<file path="src/sfil_pkg.sv">
// Shared constants and types of the sensor FIFO interrupt logic.
package sfil_pkg;

  // Register offsets on the serial register interface.
  localparam logic [7:0] ADDR_INT_STATUS = 8'h10;
  localparam logic [7:0] ADDR_FIFO_LEN_LO = 8'h11;
  localparam logic [7:0] ADDR_FIFO_LEN_HI = 8'h12;
  localparam logic [7:0] ADDR_FIFO_DATA = 8'h13;
  localparam logic [7:0] ADDR_WTM_LO = 8'h15;
  localparam logic [7:0] ADDR_WTM_HI = 8'h16;
  localparam logic [7:0] ADDR_INT_CTRL = 8'h18;
  localparam logic [7:0] ADDR_CMD = 8'h1f;

  // Command codes.
  localparam logic [7:0] CMD_FIFO_FLUSH = 8'hb0;
  localparam logic [7:0] CMD_SOFT_RESET = 8'hb6;

  // Interrupt control layout: [6] drdy_en, [4] ffull_en, [3] fwtm_en,
  // [2] latch, [1] level, [0] pin_drive_type.
  typedef struct packed {
    logic rsv7;
    logic drdy_en;
    logic rsv5;
    logic ffull_en;
    logic fwtm_en;
    logic latch;
    logic level;
    logic pin_drive_type;
  } sfil_ctrl_t;
  localparam logic [7:0] CTRL_WR_MASK = 8'h5f;
  localparam logic [7:0] CTRL_RST = 8'h02;

  // Interrupt status layout: [3] drdy, [1] ffull, [0] fwm.
  typedef struct packed {
    logic [3:0] rsv;
    logic drdy;
    logic rsv2;
    logic ffull;
    logic fwm;
  } sfil_stat_t;
  localparam logic [7:0] STAT_RST = 8'h00;

  localparam logic [15:0] FULL_LEVEL = 16'h01f8;
  localparam logic [15:0] WTM_RST = 16'h0000;

  // Over-read frames.
  localparam logic [7:0] HDR_SENSORTIME = 8'ha0;
  localparam logic [7:0] HDR_EMPTY = 8'h80;
  localparam logic [7:0] EMPTY_DATA = 8'h00;
  localparam logic [1:0] TIME_LAST_IDX = 2'h2;

  typedef enum logic [1:0] {
    SO_FIFO = 2'b00,
    SO_TIME = 2'b01,
    SO_EMPTY = 2'b10
  } sfil_ovr_t;

  // Timing.
  localparam int unsigned CLK_PERIOD_NS = 50;
  localparam int unsigned MIN_PULSE_NS = 1000;
  localparam int unsigned MIN_PULSE_CYC = (MIN_PULSE_NS + CLK_PERIOD_NS - 1) / CLK_PERIOD_NS;
  localparam int unsigned DRDY_CLR_US = 2500;
  localparam int unsigned DRDY_CLR_CYC_DEF = (DRDY_CLR_US * 1000) / CLK_PERIOD_NS;

endpackage

</file>
<file path="src/sfil_top.sv">
// Interrupt logic, watermark and full detection, flush and over-read of the sensor FIFO.
//
// How it works
// - On over-read send one sensortime frame if enabled, then empty frames.
// - Flush or soft reset command code empties the FIFO.
// - All routed interrupt contributions are ORed onto one pin.
// - After reset or soft reset the pin is push-pull, active high.
// - Non-latched pin follows live conditions and drops when none holds.
// - Non-latched data ready drops on status read or 2.5 ms after assertion.
// - FIFO data reads do not touch watermark or full pin contributions.
// - Latched mode drives the pin from stored watermark and full status bits.
// - Every pin assertion lasts at least one microsecond.
// - Status bits are always readable and ignore pin configuration.
// - Drive-type bit: 0 push-pull, 1 open-drain.
// - Polarity bit: 0 active low, 1 active high.
// - Latch bit 1 latches pin and watermark and full status, 0 does not; data-ready status is held until read either way.
// - Watermark and full reach the pin only when their enables are set.
// - Watermark holds when fill length reaches it; zero never holds.
// - Watermark is re-evaluated at the end of a transaction that wrote it.
// - Full condition is 504 or more unread bytes; it sets full status.
// - Reading full status clears it only below 504 bytes.
// - Data-ready status sets when a measurement has been stored.
// - Data ready reaches pin only when enabled; reading its status clears it.
// - Self-clear timer starts only at a data-ready event in non-latched mode.
// - Enabling data-ready routing late keeps its contribution 0 until next event.
// - Empty frame is a sensor header with no enables plus one zero byte.
`timescale 1ns/1ps
module sfil_top #(
  parameter int unsigned DRDY_CLR_CYC = sfil_pkg::DRDY_CLR_CYC_DEF
) (
  input wire logic ref_clk_in,
  input wire logic sys_rst_in,
  input wire logic reg_wr_in,
  input wire logic reg_rd_in,
  input wire logic [7:0] reg_addr_in,
  input wire logic [7:0] reg_wdata_in,
  input wire logic xfer_end_in,
  input wire logic drdy_event_in,
  input wire logic [15:0] fifo_length_in,
  input wire logic fifo_empty_in,
  input wire logic [7:0] fifo_byte_in,
  input wire logic time_en_in,
  input wire logic [23:0] sensor_time_in,
  output logic [7:0] reg_rdata_out,
  output logic fifo_pop_out,
  output logic fifo_flush_out,
  output logic int_out,
  output logic int_oe_out
);

  localparam logic [15:0] CLR_LAST = 16'(DRDY_CLR_CYC - 1);
  localparam logic [4:0] HOLD_INIT = 5'(sfil_pkg::MIN_PULSE_CYC - 1);

  sfil_pkg::sfil_ctrl_t ctrl_q, ctrl_d;
  sfil_pkg::sfil_stat_t stat_q, stat_d;
  logic [7:0] wtm_lo_q, wtm_lo_d, wtm_hi_q, wtm_hi_d;
  logic [15:0] wtm_eff_q, wtm_eff_d;
  logic wtm_dirty_q, wtm_dirty_d;
  logic drdy_pin_q, drdy_pin_d;
  logic tmr_run_q, tmr_run_d;
  logic [15:0] tmr_q, tmr_d;
  logic [7:0] rdata_q, rdata_d;
  logic pop_q, flush_q, flush_d;
  logic active_q, active_d;
  logic [4:0] hold_q, hold_d;
  logic int_q, int_d, oe_q, oe_d;

  logic wtm_cond, full_cond, rd_stat, data_rd, cmd_wr, srst, contrib, want_level;
  logic [7:0] ovr_byte;
  logic ovr_pop;

  // Watermark uses the value committed at transaction end, so a half-written pair is not seen.
  assign wtm_cond = (wtm_eff_q != sfil_pkg::WTM_RST) && (fifo_length_in >= wtm_eff_q);
  assign full_cond = fifo_length_in >= sfil_pkg::FULL_LEVEL;
  assign rd_stat = reg_rd_in && (reg_addr_in == sfil_pkg::ADDR_INT_STATUS);
  assign data_rd = reg_rd_in && (reg_addr_in == sfil_pkg::ADDR_FIFO_DATA);
  assign cmd_wr = reg_wr_in && (reg_addr_in == sfil_pkg::ADDR_CMD);
  assign srst = cmd_wr && (reg_wdata_in == sfil_pkg::CMD_SOFT_RESET);

  sfil_overread u_overread (
    .ref_clk_in(ref_clk_in),
    .sys_rst_in(sys_rst_in),
    .data_rd_in(data_rd),
    .burst_end_in(xfer_end_in),
    .fifo_empty_in(fifo_empty_in),
    .fifo_byte_in(fifo_byte_in),
    .time_en_in(time_en_in),
    .sensor_time_in(sensor_time_in),
    .byte_out(ovr_byte),
    .pop_out(ovr_pop)
  );

  // Pin contributions; FIFO data reads appear nowhere here.
  always_comb begin
    if (ctrl_q.latch) begin
      contrib = (stat_q.fwm & ctrl_q.fwtm_en) | (stat_q.ffull & ctrl_q.ffull_en) | drdy_pin_q;
    end else begin
      contrib = (wtm_cond & ctrl_q.fwtm_en) | (full_cond & ctrl_q.ffull_en) | drdy_pin_q;
    end
  end

  always_comb begin
    ctrl_d = ctrl_q;
    stat_d = stat_q;
    wtm_lo_d = wtm_lo_q;
    wtm_hi_d = wtm_hi_q;
    wtm_eff_d = wtm_eff_q;
    wtm_dirty_d = wtm_dirty_q;
    drdy_pin_d = drdy_pin_q;
    tmr_run_d = tmr_run_q;
    tmr_d = tmr_q;
    rdata_d = rdata_q;
    flush_d = 1'b0;
    // Status: clears first, sets last so a coinciding event wins.
    if (rd_stat && stat_q.drdy) begin
      stat_d.drdy = 1'b0;
    end
    if (rd_stat && stat_q.ffull && !full_cond) begin
      stat_d.ffull = 1'b0;
    end
    if (rd_stat) begin
      stat_d.fwm = 1'b0;
    end
    if (ctrl_q.latch) begin
      stat_d.fwm = stat_d.fwm | wtm_cond;
      stat_d.ffull = stat_d.ffull | full_cond;
    end else begin
      stat_d.fwm = wtm_cond;
      stat_d.ffull = full_cond;
    end
    if (drdy_event_in) begin
      stat_d.drdy = 1'b1;
    end
    // Data-ready pin contribution and its self-clear timer.
    if (drdy_event_in) begin
      drdy_pin_d = ctrl_q.drdy_en;
      tmr_run_d = !ctrl_q.latch;
      tmr_d = 16'h0000;
    end else if (rd_stat) begin
      drdy_pin_d = 1'b0;
      tmr_run_d = 1'b0;
    end else if (tmr_run_q) begin
      if (tmr_q == CLR_LAST) begin
        drdy_pin_d = 1'b0;
        tmr_run_d = 1'b0;
      end else begin
        tmr_d = tmr_q + 16'h0001;
      end
    end
    // Register writes.
    if (reg_wr_in) begin
      unique case (reg_addr_in)
        sfil_pkg::ADDR_WTM_LO: begin
          wtm_lo_d = reg_wdata_in;
          wtm_dirty_d = 1'b1;
        end
        sfil_pkg::ADDR_WTM_HI: begin
          wtm_hi_d = reg_wdata_in;
          wtm_dirty_d = 1'b1;
        end
        sfil_pkg::ADDR_INT_CTRL: begin
          ctrl_d = reg_wdata_in & sfil_pkg::CTRL_WR_MASK;
        end
        sfil_pkg::ADDR_CMD: begin
          if (reg_wdata_in == sfil_pkg::CMD_FIFO_FLUSH || srst) begin
            flush_d = 1'b1;
          end
        end
        default: begin
        end
      endcase
    end
    // A byte written in the closing cycle is committed with the pair instead of being lost.
    if (xfer_end_in && wtm_dirty_d) begin
      wtm_eff_d = {wtm_hi_d, wtm_lo_d};
      wtm_dirty_d = 1'b0;
    end
    // Register reads; unmapped and write-only addresses read zero.
    if (reg_rd_in) begin
      unique case (reg_addr_in)
        sfil_pkg::ADDR_INT_STATUS: rdata_d = stat_q;
        sfil_pkg::ADDR_FIFO_LEN_LO: rdata_d = fifo_length_in[7:0];
        sfil_pkg::ADDR_FIFO_LEN_HI: rdata_d = fifo_length_in[15:8];
        sfil_pkg::ADDR_FIFO_DATA: rdata_d = ovr_byte;
        sfil_pkg::ADDR_WTM_LO: rdata_d = wtm_lo_q;
        sfil_pkg::ADDR_WTM_HI: rdata_d = wtm_hi_q;
        sfil_pkg::ADDR_INT_CTRL: rdata_d = ctrl_q;
        default: rdata_d = 8'h00;
      endcase
    end
    // Soft reset restores every setting; the FIFO is flushed above.
    if (srst) begin
      ctrl_d = sfil_pkg::CTRL_RST;
      stat_d = sfil_pkg::STAT_RST;
      wtm_lo_d = 8'h00;
      wtm_hi_d = 8'h00;
      wtm_eff_d = sfil_pkg::WTM_RST;
      wtm_dirty_d = 1'b0;
      drdy_pin_d = 1'b0;
      tmr_run_d = 1'b0;
      tmr_d = 16'h0000;
    end
  end

  always_ff @(posedge ref_clk_in or posedge sys_rst_in) begin
    if (sys_rst_in) begin
      ctrl_q <= sfil_pkg::CTRL_RST;
      stat_q <= sfil_pkg::STAT_RST;
      wtm_lo_q <= 8'h00;
      wtm_hi_q <= 8'h00;
      wtm_eff_q <= sfil_pkg::WTM_RST;
      wtm_dirty_q <= 1'b0;
      drdy_pin_q <= 1'b0;
      tmr_run_q <= 1'b0;
      tmr_q <= 16'h0000;
      rdata_q <= 8'h00;
      pop_q <= 1'b0;
      flush_q <= 1'b0;
    end else begin
      ctrl_q <= ctrl_d;
      stat_q <= stat_d;
      wtm_lo_q <= wtm_lo_d;
      wtm_hi_q <= wtm_hi_d;
      wtm_eff_q <= wtm_eff_d;
      wtm_dirty_q <= wtm_dirty_d;
      drdy_pin_q <= drdy_pin_d;
      tmr_run_q <= tmr_run_d;
      tmr_q <= tmr_d;
      rdata_q <= rdata_d;
      pop_q <= ovr_pop;
      flush_q <= flush_d;
    end
  end

  // Output stage: one pulse stretcher, then polarity and drive for all sources.
  always_comb begin
    active_d = active_q;
    hold_d = hold_q;
    if (!active_q) begin
      if (contrib) begin
        active_d = 1'b1;
        hold_d = HOLD_INIT;
      end
    end else if (hold_q != 5'h00) begin
      hold_d = hold_q - 5'h01;
    end else if (!contrib) begin
      active_d = 1'b0;
    end
    want_level = ctrl_q.level ~^ active_q;
    if (ctrl_q.pin_drive_type) begin
      // Open drain can only pull low; the high level comes from the board.
      int_d = 1'b0;
      oe_d = !want_level;
    end else begin
      int_d = want_level;
      oe_d = 1'b1;
    end
  end

  always_ff @(posedge ref_clk_in or posedge sys_rst_in) begin
    if (sys_rst_in) begin
      active_q <= 1'b0;
      hold_q <= 5'h00;
      int_q <= 1'b0;
      oe_q <= 1'b1;
    end else begin
      active_q <= active_d;
      hold_q <= hold_d;
      int_q <= int_d;
      oe_q <= oe_d;
    end
  end

  assign reg_rdata_out = rdata_q;
  assign fifo_pop_out = pop_q;
  assign fifo_flush_out = flush_q;
  assign int_out = int_q;
  assign int_oe_out = oe_q;

  // Length of the current pin assertion, read only by the width check.
  logic [7:0] plen_q;
  always_ff @(posedge ref_clk_in or posedge sys_rst_in) begin
    if (sys_rst_in) begin
      plen_q <= 8'h00;
    end else begin
      plen_q <= active_q ? ((plen_q == 8'hff) ? plen_q : plen_q + 8'h01) : 8'h00;
    end
  end

  flush_cmd_a: assert property (@(posedge ref_clk_in) disable iff (sys_rst_in)
    cmd_wr && (reg_wdata_in == sfil_pkg::CMD_FIFO_FLUSH || reg_wdata_in == sfil_pkg::CMD_SOFT_RESET)
    |=> fifo_flush_out ##1 !fifo_flush_out)
    else $error("flush command did not pulse flush");

  or_assert_a: assert property (@(posedge ref_clk_in) disable iff (sys_rst_in)
    contrib |=> active_q)
    else $error("contribution did not assert pin");

  pulse_width_a: assert property (@(posedge ref_clk_in) disable iff (sys_rst_in)
    $fell(active_q) |-> plen_q >= 8'(sfil_pkg::MIN_PULSE_CYC))
    else $error("interrupt pulse shorter than minimum");

  live_release_a: assert property (@(posedge ref_clk_in) disable iff (sys_rst_in)
    active_q && hold_q == 5'h00 && !contrib |=> !active_q)
    else $error("pin held after conditions cleared");

  drdy_timeout_a: assert property (@(posedge ref_clk_in) disable iff (sys_rst_in)
    tmr_run_q && tmr_q == CLR_LAST && !drdy_event_in |=> !drdy_pin_q && !tmr_run_q)
    else $error("data ready did not self-clear");

  srst_default_a: assert property (@(posedge ref_clk_in) disable iff (sys_rst_in)
    srst |=> ctrl_q == sfil_pkg::CTRL_RST ##1 int_oe_out)
    else $error("soft reset did not restore pin defaults");

  full_keep_a: assert property (@(posedge ref_clk_in) disable iff (sys_rst_in)
    rd_stat && stat_q.ffull && full_cond && !srst |=> stat_q.ffull)
    else $error("full status cleared while still full");

  late_enable_a: assert property (@(posedge ref_clk_in) disable iff (sys_rst_in)
    !drdy_pin_q && !drdy_event_in |=> !drdy_pin_q)
    else $error("data ready contribution rose without event");

  latch_timer_a: assert property (@(posedge ref_clk_in) disable iff (sys_rst_in)
    drdy_event_in && ctrl_q.latch && !srst |=> !tmr_run_q)
    else $error("self-clear timer started in latched mode");

  push_pull_a: assert property (@(posedge ref_clk_in) disable iff (sys_rst_in)
    !ctrl_q.pin_drive_type |=> int_oe_out && int_out == ($past(ctrl_q.level) ~^ $past(active_q)))
    else $error("push-pull output level wrong");

endmodule

</file>
<file path="src/sfil_overread.sv">
// FIFO data port sequencer that appends sensortime and empty frames on over-read.
`timescale 1ns/1ps
module sfil_overread (
  input wire logic ref_clk_in,
  input wire logic sys_rst_in,
  input wire logic data_rd_in,
  input wire logic burst_end_in,
  input wire logic fifo_empty_in,
  input wire logic [7:0] fifo_byte_in,
  input wire logic time_en_in,
  input wire logic [23:0] sensor_time_in,
  output logic [7:0] byte_out,
  output logic pop_out
);

  sfil_pkg::sfil_ovr_t state_q, state_d;
  logic [1:0] idx_q, idx_d;
  logic phase_q, phase_d;
  logic [23:0] time_q, time_d;

  always_comb begin
    state_d = state_q;
    idx_d = idx_q;
    phase_d = phase_q;
    time_d = time_q;
    byte_out = fifo_byte_in;
    pop_out = 1'b0;
    if (burst_end_in) begin
      state_d = sfil_pkg::SO_FIFO;
      phase_d = 1'b0;
    end else if (data_rd_in) begin
      unique case (state_q)
        sfil_pkg::SO_FIFO: begin
          if (!fifo_empty_in) begin
            pop_out = 1'b1;
          end else if (time_en_in) begin
            // The payload is the counter value at the start of the frame.
            byte_out = sfil_pkg::HDR_SENSORTIME;
            time_d = sensor_time_in;
            idx_d = 2'h0;
            state_d = sfil_pkg::SO_TIME;
          end else begin
            byte_out = sfil_pkg::HDR_EMPTY;
            phase_d = 1'b1;
            state_d = sfil_pkg::SO_EMPTY;
          end
        end
        sfil_pkg::SO_TIME: begin
          byte_out = time_q[idx_q*8 +: 8];
          idx_d = idx_q + 2'h1;
          if (idx_q == sfil_pkg::TIME_LAST_IDX) begin
            phase_d = 1'b0;
            state_d = sfil_pkg::SO_EMPTY;
          end
        end
        sfil_pkg::SO_EMPTY: begin
          // Empty frames repeat until the burst ends.
          byte_out = phase_q ? sfil_pkg::EMPTY_DATA : sfil_pkg::HDR_EMPTY;
          phase_d = ~phase_q;
        end
        default: begin
          state_d = sfil_pkg::SO_FIFO;
        end
      endcase
    end
  end

  always_ff @(posedge ref_clk_in or posedge sys_rst_in) begin
    if (sys_rst_in) begin
      state_q <= sfil_pkg::SO_FIFO;
      idx_q <= 2'h0;
      phase_q <= 1'b0;
      time_q <= 24'h000000;
    end else begin
      state_q <= state_d;
      idx_q <= idx_d;
      phase_q <= phase_d;
      time_q <= time_d;
    end
  end

  time_hdr_a: assert property (@(posedge ref_clk_in) disable iff (sys_rst_in)
    (state_q == sfil_pkg::SO_FIFO && data_rd_in && !burst_end_in && fifo_empty_in && time_en_in)
    |-> byte_out == sfil_pkg::HDR_SENSORTIME ##1 state_q == sfil_pkg::SO_TIME)
    else $error("sensortime header not sent on over-read");

  empty_frame_a: assert property (@(posedge ref_clk_in) disable iff (sys_rst_in)
    (state_q == sfil_pkg::SO_EMPTY && data_rd_in && !burst_end_in)
    |-> (byte_out == sfil_pkg::HDR_EMPTY || byte_out == sfil_pkg::EMPTY_DATA) && !pop_out)
    else $error("bad empty frame byte");

endmodule

</file>
<file path="config.mk">
export PLATFORM = sky130hd
export DESIGN_NAME = sfil_top
export DESIGN_NICKNAME = d
export VERILOG_FILES = /design/src/sfil_pkg.sv /design/src/sfil_top.sv /design/src/sfil_overread.sv
export SDC_FILE = /design/constraint.sdc
export NUM_CORES = 1
export LEC_CHECK = 0
export BUFFER_PORTS_ARGS = -buffer_cell sky130_fd_sc_hd__buf_2
export CELL_PAD_IN_SITES_DETAIL_PLACEMENT = 0
export CELL_PAD_IN_SITES_GLOBAL_PLACEMENT = 1
export CORE_ASPECT_RATIO = 1.1
export CORE_MARGIN = 2
export CORE_UTILIZATION = 48
export CTS_CLUSTER_DIAMETER = 150
export DETAILED_ROUTE_END_ITERATION = 8
export MAX_ROUTING_LAYER = met4
export PLACE_DENSITY_LB_ADDON = 0.1
export SLEW_MARGIN = 20
export SYNTH_ARGS = -nofsm -noshare
export SYNTH_HDL_FRONTEND = slang
export SYNTH_SLANG_ARGS = --single-unit
export TNS_END_PERCENT = 30
</file>
<file path="constraint.sdc">
create_clock -name ref_clk_in -period 4.8 [get_ports ref_clk_in]
set_clock_uncertainty 0.1 [all_clocks]
set_input_delay 0.24 -clock ref_clk_in [delete_from_list [all_inputs] [get_ports ref_clk_in]]
set_output_delay 0.24 -clock ref_clk_in [all_outputs]
set_load 0.02 [all_outputs]
</file>
# After elaboration in Yosys (flattened, before gate mapping)
# Index checks and enable logic that the tools add are counted.
# W data, S select, Z words.
# word_totals
word_cells	181
output_inout_bits	12
reg_bits	109
# op_classes
magnitude_cmp	2
muxes	74
shift	1
n_eq_ne	23
reduce_logical	36
n_bitwise	13
add_sub_neg	3
# ops
cell	count
$mux W16	7
$mux W8	13
$eq A8 B5 Y1 const B	8
$pmux W8 S7	1
$mux W1	36
$pmux W8 S3	1
$shiftx A24 B6 Y8	1
$add A16 B1 Y16 const B	1
$eq A16 B16 Y1 const B	1
$eq A8 B8 Y1 const B	2
$ge A16 B16 Y1	1
$ge A16 B9 Y1 const B	1
$mux W2	8
$reduce_bool A16 Y1	1
$mux W5	3
$reduce_and A5 Y1	3
$reduce_bool A2 Y1	6
$reduce_bool A4 Y1	3
$logic_and A1 B1 Y1	9
$ne A3 B3 Y1 const B	3
$mux W6	1
$ne A2 B2 Y1 const B	3
$ne A3 B2 Y1 const B	2
$or A1 B1 Y1	6
other kinds (21)	31

# Logic depth before layout (Yosys ltp)
# Gate-level depths: netlist of run 1.
# logic_depth
ltp_word	9
depth_mapped	9
ltp_nobuf	8

# Cells and area by module
# Synthesis of run 1 repeated with hierarchy kept, for this count alone.
# hier_totals
cells_unflattened	554
area_unflattened_um2	5901.9
# by_module_without_submodules
module	n_inst	seq_area_each_um2	area_per_inst_um2	cells_each
sfil_top	1	1954.4	4404.2	425
sfil_overread	1	725.7	1497.7	129

# Worst setup path before layout of run 1
# No wires, ideal clock.
# synth_path
kind	register to register
startpoint	reg wtm_eff_q[13]
endpoint	reg hold_q[2]
setup_ns	0.129
arrival_time_ns	2.240
t_required_ns	4.571
stages_incl_launch_ff	9
slack_ns	2.331
path_cell_list	dfrtp_1 -> inv_1 -> ha_1 -> nand4_2 -> or4_1 -> or4_1 -> a31oi_2 -> a31o_2 -> a31oi_1
# synth_via
elab_chain_cells	8
# synth_lines
item	line	source
from (decl)	sfil_top.sv:57	logic [15:0] wtm_eff_q, wtm_eff_d;
from (signal assigned)	sfil_top.sv:211	wtm_eff_q <= sfil_pkg::WTM_RST;
from (signal assigned)	sfil_top.sv:224	wtm_eff_q <= wtm_eff_d;
$ge A16 B16 Y1 or $reduce_bool A16 Y1 (tied branches)	sfil_top.sv:73	assign wtm_cond = (wtm_eff_q != sfil_pkg::WTM_RST) && (fifo_length_in >= wtm_eff_q);
$logic_and A1 B1 Y1 *	sfil_top.sv:73	
$and A1 B1 Y1 *	sfil_top.sv:98	contrib = (wtm_cond & ctrl_q.fwtm_en) | (full_cond & ctrl_q.ffull_en) | drdy_pin_q;
$or A1 B1 Y1 * (2 in a row)	sfil_top.sv:98	
$mux W1 *	sfil_top.sv:95	if (ctrl_q.latch) begin
$reduce_bool A2 Y1 (no source line) *	n/a	
$reduce_and A2 Y1 (no source line) *	n/a	
to (signal assigned)	sfil_top.sv:268	hold_q <= hold_d;
to (decl)	sfil_top.sv:65	logic [4:0] hold_q, hold_d;
# Every way passes the cells marked *; elsewhere a longest branch is shown, timed or not.
# A chain may end at the register's enable or synchronous reset.

# Worst setup path in the final report of run 1
# Same ends and word-level chain as after synthesis.

==> metrics.txt, run 1 <==
GPL Wtd Cong about 0.87; Routed WL around 15000 um; post-synthesis cell count approximately 570; Critical Path Source Type flip-flop; first-pass GRT wire length 24540 um; starting density of the core 48.93%; footprint of the multi-input gates roughly 3000 sq um; total grt overflow 0; nets@finish 733; Ys Warns 0; Core Area around 12000 sq um; Post-synth top cells dfrtp_1, nor2_1, nand2_1; via total after detailed routing roughly 4600; number of antenna cells inserted 0; initial antenna violation count 0; Worst EP arrival approximately 2.8 ns; actual slew at the worst max-slew pin 0.7751 ns; total CTS buffers 9; Die Ht 119.9 um; Crit-path slowest cell or4_1; worst vdd ir 0.1689 mV; FF/Latch Area roughly 2700 sq um; DRC errors left 0; CP Buf/Inv Count 1; design area about 6700 sq um; syn_area_per_cell approximately 10 sq um; Worst EP required just under 5 ns; HP Class input port to flip-flop; FP Rows 42; Synth top area share 44.81%; 1st-iter DRT viols 307; dpl hpwl roughly 11000 um; max_cap viols 0; Pwr Density approximately 300 nW/um^2; routed vias/inst around 5.8; Lkg Pwr between 3 and 4 nW; largest net degree at the start of global routing between 60 and 70; status completed; postcts setup bufs 0; post-route ant nets 0; final hold slack around 0.0084 ns; final setup TNS 0 ns; CTS max path bufs 2; Worst-Skew Late Latency between 0.3 and 0.4 ns; Die ar. roughly 13000 sq um; Crit Path Max Fanout 5; depth of the CTS H-tree 3; Syn Nets about 660; PortBufs 83; io pins 84; Post-synth EDFFs 0; CTS Sinks 107; area of placed instances around 6400 sq um; count leader, synth dfrtp_1; Tcrit/Tclk final 55.80%; Fmax between 0.3 and 0.4 GHz; Setup Viol. Count Final 0; Area contributors post-synth dfrtp_1, mux2_4, mux2i_1; Clk pin slew, worst setup/hold paths approximately 0.07 ns; First-pass DRT Iterations 5; Worst Setup End Kind flip-flop; flops & latches, synth between 100 and 150; RSZ-0062 raised after global routing false; FFs w/ async S/R, synth 100.0%; CP max stage delay between 0.5 and 0.6 ns; pre-CTS setup slack around 1.9 ns; fin crit period around 2.7 ns; die width 109.4 um; final core occ 55.58%; Yosys cell types between 50 and 60; CTS Root Cell clkbuf_16; cell taking the most area after synthesis dfrtp_1; Max Slew Vio Count 0; share of layout cells above drive strength 1 23.26%; total global-route track usage between 20% and 30%; cell area after synthesis 5863 sq um; Rel. slew slack roughly 48%; Cell Chain, Critical Path inv_1 -> ha_1 -> nand4_2 -> or4_1 -> or4_1 -> a31oi_2 -> a31o_2 -> a31oi_1; ys flop type dfrtp_1; Seq/Total Area, Yosys between 40 and 50%; most used cell along the critical path or4_1; number of global-route vias before repair 4601; fill count 1072; setup ws final approximately 2.1 ns; CTS tree built; critical path class flip-flop to flip-flop; Fin. Hold Viols 0; Layout area overhead 13.57%; crit-path leading delay family simple AND/OR/NAND/NOR gates; DR WL/cell roughly 19 um
-- metal layers --
metal  track usage, %  vias to the layer above  wire, um
met5                -                        -         0
met2            37.11                      144      6928
met1            36.35                     2257      7166
met3            3.313                       27       808
met4            9.098                        0       346
li1                 -                     2208         -
-- per-stage QoR --
| stage | std cells | total power [mW] |
|---|---|---|
| after floorplan | 571 | 1.208 |
| after global placement | 783 | 1.312 |
| after detailed placement | 783 | 1.322 |
| after CTS | 799 | 2.001 |
| after global routing | 799 | 2.090 |
| final | 799 | 1.992 |
-- cell families (layout without fill, tap and decap cells) --
logic type | count (synthesis) | in the layout | share of synthesized area [%]
and+or+nand+nor | 181 | 181 | 16.54
AOI/OAI and AO/OA | 131 | 131 | 15.07
DFF | 107 | 107 | 45.71
muxes | 58 | 58 | 11.80
buffers and inverters | 58 | 132 | 4.225
adders and majority gates | 20 | 20 | 4.268
xor gates and xnor gates | 16 | 16 | 2.390
-- layout make-up --
type	instances	share of cell area, %
clock buffer	13	3.758
clock inverter	2	0.1879
inverter	31	1.785
multi-input combinational	406	44.51
sequential	107	40.25
tap	154	2.894
timing repair buffer	86	6.614
-- where the power goes --
group          switching, mW  internal [mW]
registers             0.0542          0.949
clock network          0.323          0.363
logic                  0.171          0.131
total                  0.548           1.44
-- placed cells by master, fill, tap and decap left out, types with 10 or more instances in the layout --
master     Yosys  routed
nor3_1        11      11
nor2_1        62      61
mux2_4        20      20
dfrtp_1      105     105
buf_2          6      83
inv_1         31      30
o2bb2ai_1     16      16
mux2i_1       29      29
xnor2_1       11      11
a22oi_1       21      21
a21oi_1       26      26
ha_1          20      20
nand2_1       39      39
nand4_1       10      10
o21ai_0       32      32
-- worst register-to-register path: cells and delay by family, from the launching register on --
family	cells	cell delay [ns]
flops	1	0.36
buf+inv	1	0.05
fa+ha+maj	1	0.31
compound gates	3	0.62
simple gates	3	1.12
-- path summary, 6_finish.rpt --
check,cells past startpoint,to,start,slack [ns]
worst max-delay path,8,hold_q[2]$_DFFE_PP0P_,wtm_eff_q[13]$_DFFE_PP0P_,2.12
worst min-delay path,2,u_overread.time_q[18]$_DFFE_PP0P_,sensor_time_in[18],0.008
worst max register to register,8,hold_q[2]$_DFFE_PP0P_,wtm_eff_q[13]$_DFFE_PP0P_,2.12
worst min register to register,1,int_oe_out$_DFF_PP1_,ctrl_q[0]$_DFFE_PP0P_,0.39
max in group asynchronous,4,fifo_pop_out$_DFF_PP0_,sys_rst_in,3.00
min in group asynchronous,3,tmr_q[9]$_DFFE_PP0P_,sys_rst_in,0.48
-- flip-flops by register name, summed over array words and instances, names as in the netlist --
register and cells:
u_overread.time_q 24, tmr_q 16, wtm_eff_q 16, reg_rdata_out 8, wtm_hi_q 8, wtm_lo_q 8, ctrl_q 6, hold_q 5
stat_q 3, u_overread.idx_q 2, u_overread.state_q 2, active_q 1, drdy_pin_q 1, fifo_flush_out 1, fifo_pop_out 1, int_oe_out 1
int_out 1, tmr_run_q 1, u_overread.phase_q 1, wtm_dirty_q 1
-- repair_timing --
action	CTS	global route
hold buffers	1	0
resized for setup	0	0
endpoints found under the hold margin	59	0
(Power assumes the default switching activity.)
==> inputs of run 2 (changes only) <==
--- a/config.mk
+++ b/config.mk
@@ -10,7 +10,7 @@
 export CELL_PAD_IN_SITES_GLOBAL_PLACEMENT = 1
 export CORE_ASPECT_RATIO = 1.1
 export CORE_MARGIN = 2
-export CORE_UTILIZATION = 48
+export CORE_UTILIZATION = 41
 export CTS_CLUSTER_DIAMETER = 150
 export DETAILED_ROUTE_END_ITERATION = 8
 export MAX_ROUTING_LAYER = met4
==> constraint.sdc (replaced) <==
create_clock -name ref_clk_in -period 2.4 [get_ports ref_clk_in]
set_clock_uncertainty 0.1 [all_clocks]
set_input_delay 0.12 -clock ref_clk_in [delete_from_list [all_inputs] [get_ports ref_clk_in]]
set_output_delay 0.12 -clock ref_clk_in [all_outputs]
set_load 0.02 [all_outputs]
==> run 2 against run 1 <==
  * The flow now finishes with violations (setup timing)
  * Non-clock buffer count up 75
  * Flip-flop and latch count unchanged
  * Register-to-register slack worse by 2.2 ns
  * Die area up 16%
  * Critical path depth unchanged
  * Sequential share of layout area down 4.3 points
  * Clock-buffer cell count down 2
  * Clock power up 120%
  * Cell area up 12%
  * Worst setup slack worse by 2.2 ns
  * Critical path type unchanged
  * Largest power group unchanged
==> metrics.txt, run 2 (synthesis results as in run 1) <==
dpl hpwl 11960 um (+5.0%); actual slew at the worst max-slew pin 0.7273 ns (-0.04774 ns); share of layout cells above drive strength 1 27.74% (+4.5 points); PortBufs 83 (unchanged); First-pass DRT Iterations 5 (unchanged); starting density of the core 42.16% (-6.8 points); final setup TNS -0.2074 ns (-0.2074 ns); RSZ-0062 raised after global routing true; Clk pin slew, worst setup/hold paths 0.08 ns (about the same); io pins 84 (unchanged); Pwr Density 568.4 nW/um^2 (+90%); Die ar. 15270 sq um (+16%); status finished with violations; fin crit period 2.461 ns (-0.2174 ns); Core Area 13910 sq um (+16%); number of antenna cells inserted 0 (unchanged); GPL Wtd Cong 0.8865 (+1.7%); Routed WL 16200 um (+6.2%); Layout area overhead 27.19%; CTS max path bufs 2 (unchanged); total design power 4.239 mW (+110%); depth of the CTS H-tree 3 (unchanged); Fin. Hold Viols 0 (unchanged); max reg flops 24 (unchanged); met1 usage 29.66% (-6.7 points); Die Ht 129.4 um (+7.9%); routed vias/inst 5.387 (-7.2%); Tcrit/Tclk final 102.5% (+47 points); Crit Path Max Fanout 5 (unchanged); post-route insts no fill 909 (+14%); CTS tree built; setup ws final -0.06111 ns (-2.183 ns); design area 7457 sq um (+12%); nets@finish 808 (+10%); Max Slew Vio Count 0 (unchanged); total grt overflow 0 (unchanged); CTS Root Cell clkbuf_16; largest net degree at the start of global routing 108 (+74%); commonest non-fill, non-tap cells in the layout dfrtp_1, buf_2, nor2_1; FP Rows 45 (+7.1%); failing checks setup timing; pre-CTS setup slack -0.2336 ns (-2.104 ns); Biggest register u_overread.time_q; die width 118.0 um (+7.9%); GR Util met3 3.653% (+0.34 points); HP Class input port to flip-flop; DRC errors left 0 (unchanged); met2 Usage GRT 36.73% (-0.38 points); initial antenna violation count 0 (unchanged); via total after detailed routing 4897 (+5.6%); Fmax 0.4063 GHz (+8.8%); Rel. slew slack 51.46% (+3.1 points); DR WL/cell 17.82 um (-6.6%); Critical Path Source Type flip-flop; most common cell after layout, fill and taps aside dfrtp_1; first-pass GRT wire length 26130 um (+6.5%); total global-route track usage 22.65% (-2.7 points); Lkg Pwr 3.584 nW (+11%); total CTS buffers 9 (unchanged); Worst-Skew Late Latency 0.35 ns (about the same); GRT Max-Usage Layer met2; Worst Setup End Kind flip-flop; Worst EP required 2.53 ns (-2.40 ns); max_cap viols 0 (unchanged); post-route ant nets 0 (unchanged); Worst EP arrival 2.59 ns (-0.22 ns); Setup Viol. Count Final 5 (+5); fill count 1281 (+19%); 1st-iter DRT viols 252 (-18%); area of placed instances 6759 sq um (+6.1%); final core occ 53.62% (-2.0 points); worst vdd ir 0.3676 mV (+120%); CTS Sinks 107 (unchanged); Inst Count DP 861 (+10%); biggest regs u_overread.time_q x24, tmr_q x16, wtm_eff_q x16; final hold slack 0.01763 ns (+0.009277 ns); number of global-route vias before repair 5014 (+9.0%); critical path class flip-flop to flip-flop
[run 2: cell types whose count changed in the layout (fill, tap and decap cells not counted), moves of 2 or more]
cell / change
clkinvlp_4: +3
ha_4: +4
nor2b_2: -2
clkbuf_1: -2
ha_1: -4
dlygate4sd3_1: +31
nor2b_1: +2
buf_4: +43
[run 2: worst paths after layout]
kind	start	endpoint	slack [ns]	cells past startpoint
max	wtm_eff_q[10]$_DFFE_PP0P_	hold_q[2]$_DFFE_PP0P_	-0.06	8
min	drdy_event_in	stat_q[3]$_DFFE_PP0P_	0.02	3
max reg2reg	wtm_eff_q[10]$_DFFE_PP0P_	hold_q[2]$_DFFE_PP0P_	-0.06	8
min reg2reg	ctrl_q[0]$_DFFE_PP0P_	int_oe_out$_DFF_PP1_	0.35	1
max in group asynchronous	sys_rst_in	wtm_eff_q[15]$_DFFE_PP0P_	1.34	4
min in group asynchronous	sys_rst_in	fifo_pop_out$_DFF_PP0_	0.35	4
[run 2: final cells by class]
class	instances	area [sq um]	area share (%)
Clock buffer	11	242.7	3.255
Clock inverter	5	61.31	0.8221
Inverter	31	120.1	1.611
Multi-Input combinational cell	406	3024	40.55
Sequential cell	107	2680	35.94
Tap cell	188	235.2	3.154
Timing Repair Buffer	161	1094	14.66
[run 2: layer usage]
layer / vias up / part of all wire (%)
met4: 0 / 1.8
met5: - / 0
li1: 2359 / -
met1: 2414 / 46
met3: 19 / 3.4
met2: 105 / 49
[run 2: report_power, final]
part	leakage, nW	switching [mW]	internal [mW]
clock network	0.138	0.693	0.843
logic	2.01	0.371	0.341
registers	1.44	0.0929	1.90
[run 2: timing repair]
action,in CTS,in global routing
pin swaps,3,1
endpoints found under the hold margin,136,0
resized for setup,7,1
hold buffers,32,0
setup endpoints to repair,7,6
buffers inserted,0,0
[run 2: critical path, stage by stage (launching register included)]
cell and delay, ns:
dfrtp_1 0.36, inv_1 0.08, ha_4 0.27, nand4_1 0.10
or4_1 0.50, or4_4 0.44, a31oi_4 0.20, a31o_4 0.21
a31oi_1 0.09
==> inputs of run 3 (changes only) <==
--- a/config.mk
+++ b/config.mk
@@ -8,7 +8,7 @@
 export BUFFER_PORTS_ARGS = -buffer_cell sky130_fd_sc_hd__buf_2
 export CELL_PAD_IN_SITES_DETAIL_PLACEMENT = 0
 export CELL_PAD_IN_SITES_GLOBAL_PLACEMENT = 1
-export CORE_ASPECT_RATIO = 1.1
+export CORE_ASPECT_RATIO = 2
 export CORE_MARGIN = 2
 export CORE_UTILIZATION = 41
 export CTS_CLUSTER_DIAMETER = 150
==> run 3 against run 2 <==
  * The run still ends with setup timing left
  * Die area grew 0.37%
  * Combinational power increased by 2%
  * Critical path depth is the same
  * Largest power group unchanged
  * Highest routed layer unchanged
==> metrics.txt, run 3 (synthesis results as in run 1) <==
setup ws final -0.06358 ns (-0.002462 ns); max_cap viols 0 (unchanged); Core Area 13970 sq um (+0.43%); crit-path leading delay family simple AND/OR/NAND/NOR gates; met1 usage 25.54% (-4.1 points); dpl hpwl 12960 um (+8.4%); max reg flops 24 (unchanged); CP max stage delay 0.52 ns (+0.02 ns); DR WL/cell 18.19 um (+2.1%); Die ar. 15330 sq um (+0.37%); fill count 1298 (+1.3%); total design power 4.273 mW (+0.80%); Max Slew Vio Count 0 (unchanged); HP Class input port to flip-flop; final core occ 54.48% (+0.86 points); First-pass DRT Iterations 4 (-1); Die Ht 173.1 um (+34%); number of global-route vias before repair 5294 (+5.6%); Tcrit/Tclk final 102.6% (+0.10 points); number of antenna cells inserted 0 (unchanged); Routed WL 16820 um (+3.9%); post-route ant nets 0 (unchanged); Pwr Density 561.5 nW/um^2 (-1.2%); largest net degree at the start of global routing 35 (-68%); via total after detailed routing 5000 (+2.1%); Worst-Skew Late Latency 0.35 ns (about the same); failing checks setup timing; RSZ-0062 raised after global routing true; Cell Chain, Critical Path inv_2 -> ha_4 -> nand4_1 -> or4_4 -> or4_4 -> a31oi_4 -> a31o_4 -> a31oi_1; die width 88.56 um (-25%); CTS tree built; CTS max path bufs 2 (unchanged); nets@finish 823 (+1.9%); starting density of the core 41.98% (-0.18 points); Lkg Pwr 3.678 nW (+2.6%); Clk pin slew, worst setup/hold paths 0.08 ns (about the same); CP Buf/Inv Count 1 (unchanged); GRT Max-Usage Layer met2; total CTS buffers 9 (unchanged); CTS Root Cell clkbuf_16; design area 7610 sq um (+2.0%); first-pass GRT wire length 26850 um (+2.7%); routed vias/inst 5.405 (+0.34%); Fin. Hold Viols 0 (unchanged); actual slew at the worst max-slew pin 0.7832 ns (+0.05587 ns); io pins 84 (unchanged); most used cell along the critical path or4_4; Critical Path Source Type flip-flop; critical path class flip-flop to flip-flop; total global-route track usage 23.43% (+0.78 points); Worst EP arrival 2.60 ns (about the same); DRC errors left 0 (unchanged); total grt overflow 0 (unchanged); most common cell after layout, fill and taps aside dfrtp_1; Layout area overhead 29.79%; status finished with violations; Biggest register u_overread.time_q; share of layout cells above drive strength 1 30.03% (+2.3 points); worst vdd ir 0.3335 mV (-9.3%); depth of the CTS H-tree 3 (unchanged); Worst EP required 2.54 ns (about the same); GR Util met3 2.864% (-0.79 points); met2 Usage GRT 41.29% (+4.6 points); Crit Path Max Fanout 5 (unchanged); initial antenna violation count 0 (unchanged); Fmax 0.4059 GHz (about the same); fin crit period 2.464 ns (+0.002462 ns); Rel. slew slack 47.68% (-3.8 points); area of placed instances 6840 sq um (+1.2%); Crit-path slowest cell or4_4; Worst Setup End Kind flip-flop; CTS Sinks 107 (unchanged); biggest regs u_overread.time_q x24, tmr_q x16, wtm_eff_q x16; PortBufs 83 (unchanged); GPL Wtd Cong 0.8648 (-2.4%); Setup Viol. Count Final 5 (unchanged); FP Rows 61 (+36%); commonest non-fill, non-tap cells in the layout dfrtp_1, buf_2, nor2_1; 1st-iter DRT viols 166 (-34%)
## run 3: cell count changes in the layout (fill, tap and decap cells not counted), sizes merged
| cell | before | now |
|---|---|---|
| buf | 129 | 143 |
| clkbuf | 11 | 9 |
| clkinv | 0 | 2 |
| clkinvlp | 4 | 1 |
| dlygate4sd3 | 32 | 33 |
| inv | 31 | 34 |
## run 3: repair_timing
action | in CTS | in global routing
pin swaps | 4 | 2
hold endpoints to repair | 61 | 0
hold buffers | 33 | 0
gates resized for setup | 14 | 0
buffers inserted | 5 | 0
setup endpoints to repair | 7 | 6
## run 3: cell type report
class	count	area (sq um)	area share, %
inverter	31	120.1	1.578
clock inverter	7	81.33	1.069
timing repair buffer	176	1221	16.05
tap	189	236.5	3.108
multi-input combinational	406	3045	40.02
clock buffer	9	225.2	2.960
sequential	107	2680	35.22
## run 3: per-stage QoR
step	std cells	setup slack [ns]	hold slack, ns	TNS, ns
floorplan	571	-0.06935	0.1466	-0.2285
global placement	871	-0.2118	0.1910	-1.053
detailed placement	871	-0.2521	0.1977	-1.284
CTS	925	-0.05002	0.0009078	-0.1595
global route	925	-0.1408	0.02058	-0.7108
finish	925	-0.06358	0.01154	-0.2257
## run 3: where the power goes
| group | total (mW) | internal, mW | switching [mW] |
|---|---|---|---|
| clock | 1.55 | 0.829 | 0.717 |
| combinational | 0.729 | 0.355 | 0.374 |
| sequential | 2.00 | 1.90 | 0.100 |
## run 3: per-layer routing
metal	share of wire, %	vias up	wire length (um)
li1	-	2389	-
met1	38	2471	6391
met2	56	114	9371
met3	3.1	26	522
met4	3.2	0	538
met5	0	-	0
## run 3: worst paths after layout
check	start	cells after the start	endpoint	slack, ns
setup / recovery	wtm_eff_q[9]$_DFFE_PP0P_	8	hold_q[2]$_DFFE_PP0P_	-0.06
hold / removal	reg_wdata_in[0]	2	ctrl_q[0]$_DFFE_PP0P_	0.01
setup reg to reg	wtm_eff_q[9]$_DFFE_PP0P_	8	hold_q[2]$_DFFE_PP0P_	-0.06
hold reg to reg	ctrl_q[0]$_DFFE_PP0P_	1	int_oe_out$_DFF_PP1_	0.38
max in group asynchronous	sys_rst_in	4	int_oe_out$_DFF_PP1_	1.13
min in group asynchronous	sys_rst_in	3	wtm_lo_q[2]$_DFF_PP0_	0.35
## run 3: worst reg2reg max path: stages, from the launching register on
cell,delay (ns)
dfrtp_1,0.36
inv_2,0.05
ha_4,0.25
nand4_1,0.13
or4_4,0.52
or4_4,0.45
a31oi_4,0.20
a31o_4,0.20
a31oi_1,0.09
